===== src/verilog/icp_pkg.sv =====
// package: register map, field positions, modes and carrier types of the i2c port control block
package icp_pkg;
  localparam logic [7:0] OFS_CTRL_ONE = 8'h00;
  localparam logic [7:0] OFS_CTRL_TWO = 8'h04;
  localparam logic [7:0] OFS_BUFFER = 8'h08;
  localparam logic [7:0] OFS_ADDR = 8'h0c;
  localparam logic [7:0] OFS_STATUS = 8'h10;
  localparam logic [7:0] CTRL_ONE_RST = 8'h00;
  localparam logic [7:0] CTRL_TWO_RST = 8'h00;
  localparam logic [7:0] ADDR_RST = 8'h00;
  localparam logic [7:0] MASK_RST = 8'hff;
  localparam int B_COLL = 7;
  localparam int B_OVFL = 6;
  localparam int B_EN = 5;
  localparam int B_REL = 4;
  localparam int B_GCALL = 7;
  localparam int B_ACKST = 6;
  localparam int B_ACK_DATA = 5;
  localparam int B_ACK_GO = 4;
  localparam int B_RX_GO = 3;
  localparam int B_STOP_GO = 2;
  localparam int B_RS_GO = 1;
  localparam int B_START_GO = 0;
  localparam int S_FULL = 0;
  localparam int S_ACTIVE = 1;
  localparam int S_EVENT = 2;
  localparam int S_RW = 3;
  localparam logic [3:0] MODE_SLV7 = 4'h6;
  localparam logic [3:0] MODE_SLV10 = 4'h7;
  localparam logic [3:0] MODE_MST = 4'h8;
  localparam logic [3:0] MODE_MASKLD = 4'h9;
  localparam logic [3:0] MODE_FWMST = 4'hb;
  localparam logic [3:0] MODE_SLV7SS = 4'he;
  localparam logic [3:0] MODE_SLV10SS = 4'hf;
  typedef struct packed {
    logic psel;
    logic penable;
    logic pwrite;
    logic [7:0] paddr;
    logic [31:0] pwdata;
  } icp_apb_t;
  typedef struct packed {
    logic scl;
    logic sda;
  } icp_pins_t;
  typedef enum logic [2:0] {M_IDLE, M_START, M_RSTART, M_STOP, M_TX, M_RX, M_ACK} icp_mst_t;
  typedef enum logic [1:0] {SL_IDLE, SL_ADDR, SL_RX, SL_TX} icp_slv_t;
endpackage


===== src/verilog/icp_port.sv =====
// i2c port control: control registers, master sequencer and slave byte engine behind apb
`timescale 1ns/1ps

// Notes on behaviour
// [RULE1] buffer write while master busy or slave mid-byte in transmit sets collision flag; software clears
// [RULE2] byte arriving while buffer still full sets overflow flag; software clears
// [RULE3] port enable hands both pins to the port; clear returns them to io
// [RULE4] in slave mode clock held low while release bit is zero
// [RULE5] modes 6 and 7 slave 7/10-bit; e and f add start/stop events
// [RULE6] mode 8 master, quarter bit lasts reload plus one clocks
// [RULE7] mode b is firmware master, slave engine idle
// [RULE8] mode 9 redirects address register accesses to the mask register
// [RULE9] mask access mode only when seven-bit masking style strap is one
// [RULE10] unlisted mode codes do nothing on the bus
// [RULE11] general call address raises event only when enabled
// [RULE12] master transmit stores slave acknowledge in ack status, one means none
// [RULE13] master receive acknowledge bit drives ack data value
// [RULE14] ack trigger runs acknowledge sequence then clears itself
// [RULE15] receive trigger makes master receive one byte, else receiver idle
// [RULE16] stop trigger generates stop condition then clears itself
// [RULE17] repeated start trigger generates repeated start then clears itself
// [RULE18] start trigger generates start condition then clears itself
// [RULE19] while active, trigger writes and buffer writes are ignored
// [RULE20] slave mask bits five to two make address bits don't care
// [RULE21] low mask bit masks address bit one, or bits one and zero for 10-bit
// [RULE22] slave stretch enable bit turns clock stretching on or off
// [RULE23] each trigger clears in the cycle its sequence completes
module icp_port (
  input wire logic clock_in, // system clock
  input wire logic rstn_in, // async reset, active low
  input wire icp_pkg::icp_apb_t apb_in, // apb request
  output logic [31:0] prdata_out, // apb read data
  output logic pready_out, // apb ready
  output logic pslverr_out, // apb error on unmapped address
  input wire logic masking_style_config_in, // one selects seven-bit mask register style
  input wire icp_pkg::icp_pins_t pins_in, // sampled bus levels
  output icp_pkg::icp_pins_t pins_out, // pin output values, always low
  output icp_pkg::icp_pins_t pins_oe_out, // pin pull-low enables
  output logic port_owned_out, // pins belong to the port
  output logic event_out // sticky slave event flag
);
  import icp_pkg::*;

  function automatic logic is_slave(input logic [3:0] m);
    return (m == MODE_SLV7) || (m == MODE_SLV10) || (m == MODE_SLV7SS) || (m == MODE_SLV10SS);
  endfunction

  function automatic logic is_master(input logic [3:0] m);
    return (m == MODE_MST) || (m == MODE_FWMST);
  endfunction

  function automatic logic addr_hit(input logic [7:0] rx, input logic [7:0] adr, input logic [7:0] msk,
                                    input logic ten);
    logic [7:0] care;
    care = ten ? ~msk : {~msk[7:1], 1'b0};
    return ((rx ^ adr) & care) == 8'h00;
  endfunction

  logic rst_meta_q;
  logic rst_n;
  logic [7:0] c1_q;
  logic [7:0] c2_q;
  logic [7:0] buf_q;
  logic [7:0] addr_q;
  logic [7:0] mask_q;
  logic full_q;
  logic event_q;
  logic rw_q;
  logic pready_q;
  icp_pins_t prev_q;
  icp_mst_t m_state_q;
  logic [1:0] ph_q;
  logic [3:0] bit_q;
  logic [7:0] m_sh_q;
  logic m_hold_q;
  logic m_sdah_q;
  logic [6:0] baud_q;
  icp_slv_t s_state_q;
  logic [3:0] s_cnt_q;
  logic [7:0] s_sh_q;
  logic s_sda_low_q;
  logic m_scl_low;
  logic m_sda_low;
  logic [7:0] rdata;
  logic rhit;

  always_ff @(posedge clock_in or negedge rstn_in) begin
    if (!rstn_in) begin
      rst_meta_q <= 1'b0;
      rst_n <= 1'b0;
    end else begin
      rst_meta_q <= 1'b1;
      rst_n <= rst_meta_q;
    end
  end

  wire [3:0] mode = c1_q[3:0];
  wire en = c1_q[B_EN];
  wire mst = en && is_master(mode); // [RULE10]
  wire slv = en && is_slave(mode); // [RULE7] [RULE10]
  wire ten = (mode == MODE_SLV10) || (mode == MODE_SLV10SS); // [RULE5]
  wire ss_int = slv && mode[3]; // [RULE5]
  wire mask_sel = (mode == MODE_MASKLD) && masking_style_config_in; // [RULE8] [RULE9]
  wire [7:0] wd = apb_in.pwdata[7:0];
  wire acc = apb_in.psel && apb_in.penable;
  wire done = acc && pready_q;
  wire wr = done && apb_in.pwrite;
  wire rd = done && !apb_in.pwrite;

  // master sequencer status
  wire m_active = mst && ((m_state_q != M_IDLE) || (|c2_q[4:0]));
  wire tick = (baud_q == 7'h00);
  wire [3:0] last_bit = (m_state_q == M_TX) ? 4'd8 : ((m_state_q == M_RX) ? 4'd7 : 4'd0);
  wire end_seq = (m_state_q != M_IDLE) && tick && (ph_q == 2'd3) && (bit_q == last_bit);
  wire samp = (m_state_q != M_IDLE) && tick && (ph_q == 2'd2);
  wire m_rx_done = end_seq && (m_state_q == M_RX);

  // slave edge and condition detection
  wire scl_r = pins_in.scl && !prev_q.scl;
  wire scl_f = !pins_in.scl && prev_q.scl;
  wire st_c = prev_q.scl && pins_in.scl && prev_q.sda && !pins_in.sda;
  wire sp_c = prev_q.scl && pins_in.scl && !prev_q.sda && pins_in.sda;
  wire s_live = slv && !st_c && !sp_c;
  wire s_fall8 = s_live && scl_f && (s_cnt_q == 4'd8);
  wire s_fall9 = s_live && scl_f && (s_cnt_q == 4'd9);
  // mask bit n of control two lines up with address bit n; the low bit also covers bit 0 for 10-bit
  wire [7:0] eff_mask = masking_style_config_in ? mask_q : {2'b00, c2_q[5:2], c2_q[1], ten & c2_q[1]}; // [RULE20] [RULE21]
  wire gcall = (s_sh_q == 8'h00) && c2_q[B_GCALL]; // [RULE11]
  wire s_addr_ok = (s_state_q == SL_ADDR) && (addr_hit(s_sh_q, addr_q, eff_mask, ten) || gcall);
  wire s_byte = s_fall8 && (s_addr_ok || (s_state_q == SL_RX));
  wire s_take = s_byte && !full_q && !c1_q[B_OVFL];
  wire s_tx_busy = (s_state_q == SL_TX) && (s_cnt_q != 4'd0) && (s_cnt_q < 4'd9);

  // side effects of buffer traffic and slave bus events
  wire buf_wr = wr && (apb_in.paddr == OFS_BUFFER);
  wire coll_set = buf_wr && ((mst && m_active) || (slv && s_tx_busy)); // [RULE1] [RULE19]
  wire buf_ok = buf_wr && !coll_set;
  wire ovf_set = (m_rx_done && full_q) || (s_fall8 && (s_state_q == SL_RX) && full_q); // [RULE2]
  wire rel_clr = s_fall9 && c2_q[0]; // [RULE22]
  wire ev_set = s_byte || (s_fall9 && (s_state_q == SL_TX)) || (ss_int && (st_c || sp_c));

  always_ff @(posedge clock_in or negedge rst_n) begin
    if (!rst_n) begin
      c1_q <= CTRL_ONE_RST;
    end else begin
      if (rel_clr) begin
        c1_q[B_REL] <= 1'b0;
      end
      if (wr && (apb_in.paddr == OFS_CTRL_ONE)) begin
        c1_q <= wd;
      end
      // hardware set lands after the software write so a coinciding event wins
      if (coll_set) begin
        c1_q[B_COLL] <= 1'b1; // [RULE1]
      end
      if (ovf_set) begin
        c1_q[B_OVFL] <= 1'b1; // [RULE2]
      end
    end
  end

  always_ff @(posedge clock_in or negedge rst_n) begin
    if (!rst_n) begin
      c2_q <= CTRL_TWO_RST;
    end else begin
      if (wr && (apb_in.paddr == OFS_CTRL_TWO)) begin
        c2_q[B_GCALL] <= wd[B_GCALL];
        c2_q[B_ACK_DATA] <= wd[B_ACK_DATA];
        if (!m_active) begin
          c2_q[4:0] <= wd[4:0]; // [RULE19]
        end
      end
      if (samp && (m_state_q == M_TX) && (bit_q == 4'd8)) begin
        c2_q[B_ACKST] <= pins_in.sda; // [RULE12]
      end
      if (end_seq) begin
        case (m_state_q)
          M_START: c2_q[B_START_GO] <= 1'b0; // [RULE18] [RULE23]
          M_RSTART: c2_q[B_RS_GO] <= 1'b0; // [RULE17] [RULE23]
          M_STOP: c2_q[B_STOP_GO] <= 1'b0; // [RULE16] [RULE23]
          M_RX: c2_q[B_RX_GO] <= 1'b0; // [RULE15] [RULE23]
          M_ACK: c2_q[B_ACK_GO] <= 1'b0; // [RULE14] [RULE23]
          default: ;
        endcase
      end
      if (!mst && !slv) begin
        c2_q[4:0] <= c2_q[4:0];
      end
    end
  end

  always_ff @(posedge clock_in or negedge rst_n) begin
    if (!rst_n) begin
      addr_q <= ADDR_RST;
      mask_q <= MASK_RST;
    end else if (wr && (apb_in.paddr == OFS_ADDR)) begin
      if (mask_sel) begin
        mask_q <= wd; // [RULE8]
      end else begin
        addr_q <= wd;
      end
    end
  end

  always_ff @(posedge clock_in or negedge rst_n) begin
    if (!rst_n) begin
      buf_q <= 8'h00;
      full_q <= 1'b0;
    end else begin
      if (rd && (apb_in.paddr == OFS_BUFFER)) begin
        full_q <= 1'b0;
      end
      if (end_seq && (m_state_q == M_TX)) begin
        full_q <= 1'b0;
      end
      if (slv && scl_r && (s_state_q == SL_TX) && (s_cnt_q == 4'd0)) begin
        full_q <= 1'b0;
      end
      if (buf_ok) begin
        buf_q <= wd; // [RULE19]
        full_q <= 1'b1;
      end
      if ((m_rx_done && !full_q) || s_take) begin
        buf_q <= m_rx_done ? m_sh_q : s_sh_q;
        full_q <= 1'b1;
      end
    end
  end

  always_ff @(posedge clock_in or negedge rst_n) begin
    if (!rst_n) begin
      event_q <= 1'b0;
    end else begin
      if (wr && (apb_in.paddr == OFS_STATUS) && wd[S_EVENT]) begin
        event_q <= 1'b0;
      end
      if (ev_set) begin
        event_q <= 1'b1; // [RULE11] [RULE5]
      end
    end
  end

  // quarter-bit timer: scl = clock / (4 * (reload + 1))
  always_ff @(posedge clock_in or negedge rst_n) begin
    if (!rst_n) begin
      baud_q <= 7'h00;
    end else if ((m_state_q == M_IDLE) || tick) begin
      baud_q <= addr_q[6:0]; // [RULE6]
    end else begin
      baud_q <= baud_q - 7'h01;
    end
  end

  always_ff @(posedge clock_in or negedge rst_n) begin
    if (!rst_n) begin
      m_state_q <= M_IDLE;
      ph_q <= 2'd0;
      bit_q <= 4'd0;
      m_sh_q <= 8'h00;
      m_hold_q <= 1'b0;
      m_sdah_q <= 1'b0;
    end else if (!mst) begin
      m_state_q <= M_IDLE;
      ph_q <= 2'd0;
      bit_q <= 4'd0;
      m_hold_q <= 1'b0;
      m_sdah_q <= 1'b0;
    end else if (m_state_q == M_IDLE) begin
      ph_q <= 2'd0;
      bit_q <= 4'd0;
      if (c2_q[B_START_GO]) begin
        m_state_q <= M_START; // [RULE18]
      end else if (c2_q[B_RS_GO]) begin
        m_state_q <= M_RSTART; // [RULE17]
      end else if (c2_q[B_STOP_GO]) begin
        m_state_q <= M_STOP; // [RULE16]
      end else if (c2_q[B_RX_GO]) begin
        m_state_q <= M_RX; // [RULE15]
      end else if (c2_q[B_ACK_GO]) begin
        m_state_q <= M_ACK; // [RULE14]
      end else if (buf_ok) begin
        m_state_q <= M_TX;
        m_sh_q <= wd;
      end
    end else begin
      if (tick) begin
        ph_q <= ph_q + 2'd1;
        if (ph_q == 2'd3) begin
          bit_q <= bit_q + 4'd1;
        end
      end
      if (samp && (m_state_q == M_RX)) begin
        m_sh_q <= {m_sh_q[6:0], pins_in.sda};
      end
      if (tick && (ph_q == 2'd3) && (m_state_q == M_TX) && (bit_q < 4'd8)) begin
        m_sh_q <= {m_sh_q[6:0], 1'b0};
      end
      if (end_seq) begin
        m_state_q <= M_IDLE;
        // after anything but stop the master keeps scl low to own the bus
        m_hold_q <= (m_state_q != M_STOP);
        m_sdah_q <= (m_state_q == M_START) || (m_state_q == M_RSTART);
      end
    end
  end

  always_comb begin
    m_scl_low = 1'b0;
    m_sda_low = 1'b0;
    case (m_state_q)
      M_IDLE: begin
        m_scl_low = m_hold_q;
        m_sda_low = m_sdah_q;
      end
      M_START: begin
        m_scl_low = (ph_q == 2'd3); // [RULE18]
        m_sda_low = (ph_q != 2'd0);
      end
      M_RSTART: begin
        m_scl_low = (ph_q[1] == ph_q[0]); // [RULE17]
        m_sda_low = ph_q[1];
      end
      M_STOP: begin
        m_scl_low = (ph_q == 2'd0); // [RULE16]
        m_sda_low = !ph_q[1];
      end
      M_TX: begin
        m_scl_low = (ph_q[1] == ph_q[0]);
        m_sda_low = (bit_q < 4'd8) && !m_sh_q[7];
      end
      M_RX: begin
        m_scl_low = (ph_q[1] == ph_q[0]); // [RULE15]
      end
      M_ACK: begin
        m_scl_low = (ph_q[1] == ph_q[0]);
        m_sda_low = !c2_q[B_ACK_DATA]; // [RULE13] [RULE14]
      end
      default: ;
    endcase
  end

  always_ff @(posedge clock_in or negedge rst_n) begin
    if (!rst_n) begin
      prev_q <= '0;
    end else begin
      prev_q <= pins_in;
    end
  end

  always_ff @(posedge clock_in or negedge rst_n) begin
    if (!rst_n) begin
      s_state_q <= SL_IDLE;
      s_cnt_q <= 4'd0;
      s_sh_q <= 8'h00;
      s_sda_low_q <= 1'b0;
      rw_q <= 1'b0;
    end else if (!slv) begin
      s_state_q <= SL_IDLE; // [RULE7]
      s_cnt_q <= 4'd0;
      s_sda_low_q <= 1'b0;
    end else if (st_c || sp_c) begin
      s_state_q <= st_c ? SL_ADDR : SL_IDLE;
      s_cnt_q <= 4'd0;
      s_sda_low_q <= 1'b0;
    end else if (s_state_q != SL_IDLE) begin
      if (scl_r && (s_cnt_q < 4'd8)) begin
        s_sh_q <= {s_sh_q[6:0], pins_in.sda};
        s_cnt_q <= s_cnt_q + 4'd1;
      end
      if (scl_r && (s_cnt_q == 4'd8) && (s_state_q == SL_TX) && pins_in.sda) begin
        s_state_q <= SL_IDLE;
      end
      // first transmit bit follows the buffer until the clock rises
      if ((s_state_q == SL_TX) && (s_cnt_q == 4'd0) && !pins_in.scl) begin
        s_sh_q <= buf_q;
        s_sda_low_q <= !buf_q[7];
      end
      if (scl_f) begin
        if (s_cnt_q == 4'd8) begin
          s_sda_low_q <= s_take;
          s_cnt_q <= 4'd9;
          if (s_state_q == SL_ADDR) begin
            s_state_q <= s_addr_ok ? (s_sh_q[0] ? SL_TX : SL_RX) : SL_IDLE; // [RULE20]
            rw_q <= s_addr_ok ? s_sh_q[0] : rw_q;
          end
        end else if (s_cnt_q == 4'd9) begin
          s_sda_low_q <= 1'b0;
          s_cnt_q <= 4'd0;
        end else if ((s_state_q == SL_TX) && (s_cnt_q != 4'd0)) begin
          s_sda_low_q <= !s_sh_q[7];
        end
      end
    end
  end

  always_comb begin
    rdata = 8'h00;
    rhit = 1'b1;
    case (apb_in.paddr)
      OFS_CTRL_ONE: rdata = c1_q;
      OFS_CTRL_TWO: rdata = c2_q;
      OFS_BUFFER: rdata = buf_q;
      OFS_ADDR: rdata = mask_sel ? mask_q : addr_q; // [RULE8]
      OFS_STATUS: rdata = {4'h0, rw_q, event_q, m_active, full_q};
      default: rhit = 1'b0;
    endcase
  end

  // one wait state: ready rises in the second access cycle
  always_ff @(posedge clock_in or negedge rst_n) begin
    if (!rst_n) begin
      pready_q <= 1'b0;
      prdata_out <= 32'h0000_0000;
      pslverr_out <= 1'b0;
    end else begin
      pready_q <= acc && !pready_q;
      if (acc && !pready_q) begin
        prdata_out <= {24'h00_0000, rdata};
        pslverr_out <= !rhit;
      end
    end
  end

  always_ff @(posedge clock_in or negedge rst_n) begin
    if (!rst_n) begin
      pins_oe_out <= '0;
      pins_out <= '0;
      port_owned_out <= 1'b0;
    end else begin
      pins_oe_out.scl <= en && ((mst && m_scl_low) || (slv && !c1_q[B_REL])); // [RULE4]
      pins_oe_out.sda <= en && ((mst && m_sda_low) || (slv && s_sda_low_q));
      pins_out <= '0;
      port_owned_out <= en; // [RULE3]
    end
  end

  assign pready_out = pready_q;
  assign event_out = event_q;
endmodule


===== config.mk =====
export PLATFORM = sky130hd
export DESIGN_NAME = icp_port
export DESIGN_NICKNAME = d
export VERILOG_FILES = /design/src/verilog/icp_pkg.sv /design/src/verilog/icp_port.sv
export SDC_FILE = /design/constraint.sdc
export NUM_CORES = 1
export LEC_CHECK = 0
export BUFFER_PORTS_ARGS = -buffer_cell sky130_fd_sc_hd__buf_2
export CELL_PAD_IN_SITES_DETAIL_PLACEMENT = 1
export CELL_PAD_IN_SITES_GLOBAL_PLACEMENT = 2
export CORE_ASPECT_RATIO = 1.2
export CORE_MARGIN = 5
export CORE_UTILIZATION = 40
export CTS_BUF_LIST = sky130_fd_sc_hd__clkbuf_8
export CTS_CLUSTER_SIZE = 25
export DETAILED_ROUTE_END_ITERATION = 7
export PLACE_DENSITY_LB_ADDON = 0.2
export SYNTH_ARGS = -nofsm -noshare
export SYNTH_HDL_FRONTEND = slang
export SYNTH_SLANG_ARGS = --single-unit

===== constraint.sdc =====
create_clock -name clock_in -period 7.8 [get_ports clock_in]
set_input_delay 1.17 -clock clock_in [delete_from_list [all_inputs] [get_ports clock_in]]
set_output_delay 1.17 -clock clock_in [all_outputs]
set_load 0.01 [all_outputs]

# After elaboration in Yosys (flattened, before gate mapping)
# Index checks and enable logic that the tools add are counted.
[word_totals]
register_bits = 101
inputBits = 48
output_inout_bits = 40
wordCells = 322
[classes]
addsub = 4
magnitude_cmp = 3
n_eq_ne = 41
muxes = 89
n_bitwise = 7
reduce_logical = 144
[ops]
columns = ["operator", "n"]
rows = [
  ["$mux W8", 17],
  ["$logic_and A1 B1 Y1", 76],
  ["$mux W4", 12],
  ["$pmux W8 S5", 1],
  ["$eq A4 B4 Y1 const B", 8],
  ["$mux W1", 32],
  ["$mux W3", 10],
  ["$logic_not A8 Y1", 3],
  ["$mux W2", 11],
  ["$logic_not A1 Y1", 20],
  ["$logic_or A1 B1 Y1", 18],
  ["$eq A8 B4 Y1 const B", 2],
  ["$reduce_bool A2 Y1", 8],
  ["$mux W5", 3],
  ["$ne A2 B2 Y1 const B", 7],
  ["$lt A4 B4 Y1 const B", 3],
  ["$ne A3 B1 Y1 const B", 4],
  ["$reduce_and A2 Y1", 5],
  ["$reduce_or A5 Y1", 2],
  ["$eq A3 B3 Y1 const B", 3],
  ["$add A4 B1 Y4 const B", 2],
  ["$and A8 B8 Y8", 1],
  ["$eq A2 B2 Y1 const B", 4],
  ["$eq A4 B3 Y1 const B", 2],
  ["other kinds (31)", 34],
]

# Longest topological paths before layout
[logic_depth]
depth_word = 19
depth_mapped = 10

# Worst setup path before layout
# No wires, ideal clock.
[synth_path]
path_type = "input-to-reg"
startpoint = "input apb_in[37] (netlist bit)"
endpoint = "register m_sh_q[0]"
arrival_time_ps = 3189
required_ps = 7675
slack_ps = 4486
cell_stages = 7
n_path_buf = 0
cell_sequence = "or4_4 -> or3_4 -> nor3b_4 -> nand3_2 -> o32a_2 -> nor2_8 -> mux2_2"
[synth_between]
elab_chain_len = 7
[synth_rtl]
columns = ["element", "line", "rtl"]
rows = [
  ["start, declared", "icp_port.sv:31", "input wire icp_pkg::icp_apb_t apb_in,"],
  ["$eq A8 B4 Y1 *", "icp_port.sv:135", "wire buf_wr = wr && (apb_in.paddr == OFS_BUFFER);"],
  ["$logic_and A1 B1 Y1 *", "icp_port.sv:135", ""],
  ["$logic_and A1 B1 Y1", "icp_port.sv:136", "wire coll_set = buf_wr && ((mst && m_active) || (slv && s_tx_busy));"],
  ["$logic_not A1 Y1", "icp_port.sv:137", "wire buf_ok = buf_wr && !coll_set;"],
  ["$logic_and A1 B1 Y1 *", "icp_port.sv:137", ""],
  ["$ne A2 B2 Y1 (no line) *", "-", ""],
  ["$reduce_and A8 Y1 (no line) *", "-", ""],
  ["end signal, assigned", "icp_port.sv:283", "m_sh_q <= wd;"],
  ["end signal, assigned", "icp_port.sv:293", "m_sh_q <= {m_sh_q[6:0], pins_in.sda};"],
  ["end signal, assigned", "icp_port.sv:296", "m_sh_q <= {m_sh_q[6:0], 1'b0};"],
  ["end, declared", "icp_port.sv:74", "logic [7:0] m_sh_q;"],
]
# Mark *: on every way between the ends. The rest lies on a longest branch, timed or not.
# A chain may end at the register's enable or synchronous reset.

# Final worst setup path
[layout_path]
startpoint = "input apb_in[37] (netlist bit)"
endpoint = "register m_sh_q[6]"
# The elaborated chain is that of the path after synthesis.

==> reports/summary.md <==
The critical path runs through a total of 8 cells. In this run, synthesis inferred 0 flip-flops with an integrated enable. The critical path goes through buf_2 > or4_4 > or3_4 > nor3b_4 > nand3_2 > o32a_2 > nor2_8 > mux2_2. The most critical setup path has its endpoint at m_sh_q[6].

The logs give 0.3286 ns for the final hold slack and 5032 for the number of global-route vias before repair. For the final non-filler cell area, the log shows 6235 µm². In this run, synthesis produced a sequential element count of 101. The analysis attributes to cell leakage a power of 2.878 nW.

After detailed routing, the average wire length per cell comes to 22.26 µm. The antenna diode instance count was 0; the global-route wire length before repair was 28760 µm. In this run the critical register-to-register path is launched from m_state_q[0]. The root cell of the clock tree is sky130_fd_sc_hd__clkbuf_8.

The worst flop-to-flop path endpoint was m_sh_q[6]. TritonCTS built the clock tree. Critical path data arrival time: 3.97 ns. After layout, the worst path uses 47.37% of the clock period.

In this run the biggest area consumer among cell types represents 40.33% of the synthesized area. Setup repair after global routing left no endpoint under its margin. In the final design database the tool counted 684 nets.

The share of the Yosys chip area taken by registers is 43.97%. The share of final-layout standard cells stronger than drive strength 1 is 17.09%, and the die footprint is 16940 µm². Tracing the worst setup path back leads to its startpoint at apb_in[37]. Broken down by cell family, the worst path's largest delay share belongs to simple AND/OR/NAND/NOR gates. The number of pins exceeding their max-slew limit in the final report was 0.

Total global routing track utilization: 22.06%. The post-synthesis simple-gate area fraction was 17.97%. The site row count was 48; the max capacitance violation total was 0. The region available for standard cell placement spans 14290 µm². The tools report the overall power after layout as 0.0009807 W. In this run the vertical extent of the chip is 141.6 µm. The placed instances occupy a cell area of 6008 µm². The run gives 5771 µm² as the cell area after technology mapping. The routed layout has 4616 vias.

The cell with the largest stage delay on the worst path was sky130_fd_sc_hd__or4_4. Once detail routing completed, the nets flagged for antenna violations numbered 0. In this run the deepest clock path goes through 2 buffers.

The total wire length is 17960 µm, and the number of buffers inserted during clock tree synthesis is 9. After the first detailed-routing iteration, the DRC count stood at 228. For flop-to-flop paths, the worst setup slack is 4.40 ns.

In the synthesized netlist the async set-or-reset flop fraction comes to 100.0%. The logs give 0 ns for the total negative setup slack and 0 for the total congestion overflow after global routing. The tools report the kind of end point of the critical path as a flop. The number of cells on the worst reg-to-reg path is 7. Entering global routing, the biggest net connects 61 pins.

The commonest cells after synthesis are sky130_fd_sc_hd__dfrtp_1 (93), sky130_fd_sc_hd__nand2_1 (67), sky130_fd_sc_hd__nor2_1 (58), sky130_fd_sc_hd__mux2i_1 (48), sky130_fd_sc_hd__a21oi_1 (40). The flow ran to the end, and the final reports show no timing, DRC or antenna violations. The fmax is 270.6 MHz, and the x dimension of the die is 119.6 µm. The compound-cell area share of the yosys netlist is 12.97%.

The per-cell via count in the routed design came out at 5.720. Count of final setup violators: 0. The tools report the yosys synthesis warning count as 0. Number of buffers and inverters on the critical path: 1.

The type of the worst setup path is in2reg. For the pin with the worst max-slew slack, the measured transition is 1.410 ns. The number of antenna violations at the first check in global routing is 0.

Dividing total power by cell area gives a power density of 157.3 nW/µm². Peak per-stage delay on the critical path: 0.55 ns. By area, the combinational part of the netlist is dominated by simple AND/OR/NAND/NOR gates. The tools report the DRC violation count after routing as 0. The clock transition time at the flip-flop clock pins of the worst setup and hold paths works out to 0.11 ns.

The tools report the length of the first detailed-routing pass in iterations as 4. Once the clock tree was built, the setup fixing pass inserted 0 buffers. The clock arrives with 0.02660 ns of skew.

For the worst setup path, the data required time is 8.07 ns. The worst slew margin relative to its limit came out at 5.139%. The wire-length estimate of the detail-placed layout is 13550 µm.

Gates resized during post-CTS repair numbered 0. In the post-synthesis netlist, the biggest area contributors are sky130_fd_sc_hd__dfrtp_1 (40%), sky130_fd_sc_hd__mux2i_1 (8.3%), sky130_fd_sc_hd__mux2_2 (6.2%). The type of element launching the critical path was an input port.

The worst-case vdd ir drop came out at 0.06600 mV. At the end of routability-driven placement, the weighted congestion stood at 0.8539. For the distinct cell type count of the synthesized netlist, the log shows 60. CTS saw 101 sinks. The biggest fanout along the worst timing path works out to 12. The library cell with the highest instance count after synthesis is sky130_fd_sc_hd__dfrtp_1. The number of hold buffers added after CTS was 0.

A synthesized cell averages 9.618 µm². The H-tree depth was 3; the adder and majority gate portion of the synthesized area was 1.951%. Post-synthesis cell count: 600.

Summing the areas of all xor and xnor instances in the mapped netlist gives 2.277% of the synthesized area. During placement, the flow inserted port buffers numbering 37. The dominant synthesized flop cell is sky130_fd_sc_hd__dfrtp_1. Subtracting the final worst setup slack from the clock period gives 3.695 ns. The type of the most critical hold path was reg2async. For the clock latency on the worst-skew pair, the log shows 0.39 ns. In this run the count of I/O pins placed on the die edge is 88. The post-synthesis mux area share is 14.57%, and the starting density of the core is 40.37%. The final number of hold-violating endpoints came out at 0.

From synthesis to final layout, the design area changed by 8.044%. The cell taking the most area after synthesis is sky130_fd_sc_hd__dfrtp_1.
-- per-layer routing --
metal	routed length [µm]	part of all wire, %	GRT usage [%]	vias up
li1	-	-	-	2143
met1	7517	42	27.24	2358
met2	9102	51	37.74	87
met3	738	4.1	3.070	28
met4	603	3.4	11.22	0
met5	0	0	0	-
-- state kept, by name (all words and copies together), names as in the netlist, 2 cells and up --
signal / cells
c2_q: 8
prdata_out: 8
s_state_q: 2
s_cnt_q: 4
pins_oe_out: 2
s_sh_q: 8
addr_q: 8
m_sh_q: 8
ph_q: 2
bit_q: 4
baud_q: 7
mask_q: 8
buf_q: 8
m_state_q: 3
prev_q: 2
c1_q: 8
-- placed cells by master (no fill, tap or decap), types with 6 or more instances in the layout --
| master | synthesis | final |
|---|---|---|
| sky130_fd_sc_hd__and3_1 | 6 | 6 |
| sky130_fd_sc_hd__o21ai_0 | 30 | 30 |
| sky130_fd_sc_hd__dfrtp_1 | 93 | 92 |
| sky130_fd_sc_hd__nand3_1 | 20 | 20 |
| sky130_fd_sc_hd__nor2b_1 | 6 | 6 |
| sky130_fd_sc_hd__conb_1 | 2 | 27 |
| sky130_fd_sc_hd__nand4_1 | 6 | 6 |
| sky130_fd_sc_hd__xnor2_1 | 10 | 10 |
| sky130_fd_sc_hd__a21oi_1 | 40 | 40 |
| sky130_fd_sc_hd__mux2i_1 | 48 | 48 |
| sky130_fd_sc_hd__nand2_1 | 67 | 67 |
| sky130_fd_sc_hd__inv_1 | 19 | 20 |
| sky130_fd_sc_hd__a221oi_1 | 8 | 8 |
| sky130_fd_sc_hd__nor2_1 | 58 | 58 |
| sky130_fd_sc_hd__buf_2 | 5 | 37 |
| sky130_fd_sc_hd__clkbuf_8 | 0 | 10 |
| sky130_fd_sc_hd__nor3_1 | 8 | 8 |
| sky130_fd_sc_hd__ha_1 | 9 | 9 |
| sky130_fd_sc_hd__mux2_2 | 32 | 32 |
| sky130_fd_sc_hd__dfstp_2 | 8 | 8 |
| sky130_fd_sc_hd__nor4_1 | 6 | 6 |
-- area by class of cell --
cell class / count / area [µm²]
Fill cell: 1631 / 8059
Timing Repair Buffer: 39 / 200.2
Clock buffer: 10 / 137.6
Sequential cell: 101 / 2541
Multi-Input combinational cell: 457 / 2977
Tap cell: 175 / 219.0
Clock inverter: 6 / 88.84
Inverter: 19 / 71.32
-- worst reg2reg max path: cells and delay by family, from the launching register on --
family / cells / cell delay (ns)
compound gates: 2 / 0.81
flops: 1 / 0.57
mux: 1 / 0.38
simple gates: 4 / 1.54
-- cell families after synthesis --
group                      count (synthesis)
and+or+nand+nor                          209
xor gates and xnor gates                  15
muxes                                     80
AOI/OAI and AO/OA                        117
DFF                                      101
buffers and inverters                     67
other                                      2
adders and majority gates                  9
-- worst min path at each step --
stage	slack (ns)	cells after the start	startpoint	end
after global placement	0.34	0	rst_n	s_sh_q[7]
final	0.33	0	rst_n	s_sh_q[6]
after detailed placement	0.34	0	rst_meta_q	rst_n
after floorplan	0.33	0	rst_meta_q	rst_n
after CTS	0.36	0	rst_n	s_sh_q[7]
after global routing	0.38	0	rst_meta_q	rst_n
-- power breakdown --
| part | leakage (nW) | switching (W) | total, W | internal (W) |
|---|---|---|---|---|
| sequential | 1.27 | 0.00000858 | 0.000538 | 0.000530 |
| clock | 0.114 | 0.000195 | 0.000385 | 0.000190 |
| combinational | 1.49 | 0.0000407 | 0.0000575 | 0.0000168 |
-- metrics by stage --
stage / util, % / cells / setup WS, ns
after global placement: 42.03 / 791 / 3.766
after detailed placement: 42.03 / 791 / 3.709
after CTS: 43.62 / 807 / 4.128
after floorplan: - / 625 / 4.486
after global routing: 43.62 / 807 / 4.027
final: 43.62 / 807 / 4.105
Power figures use the tool's default switching activity.
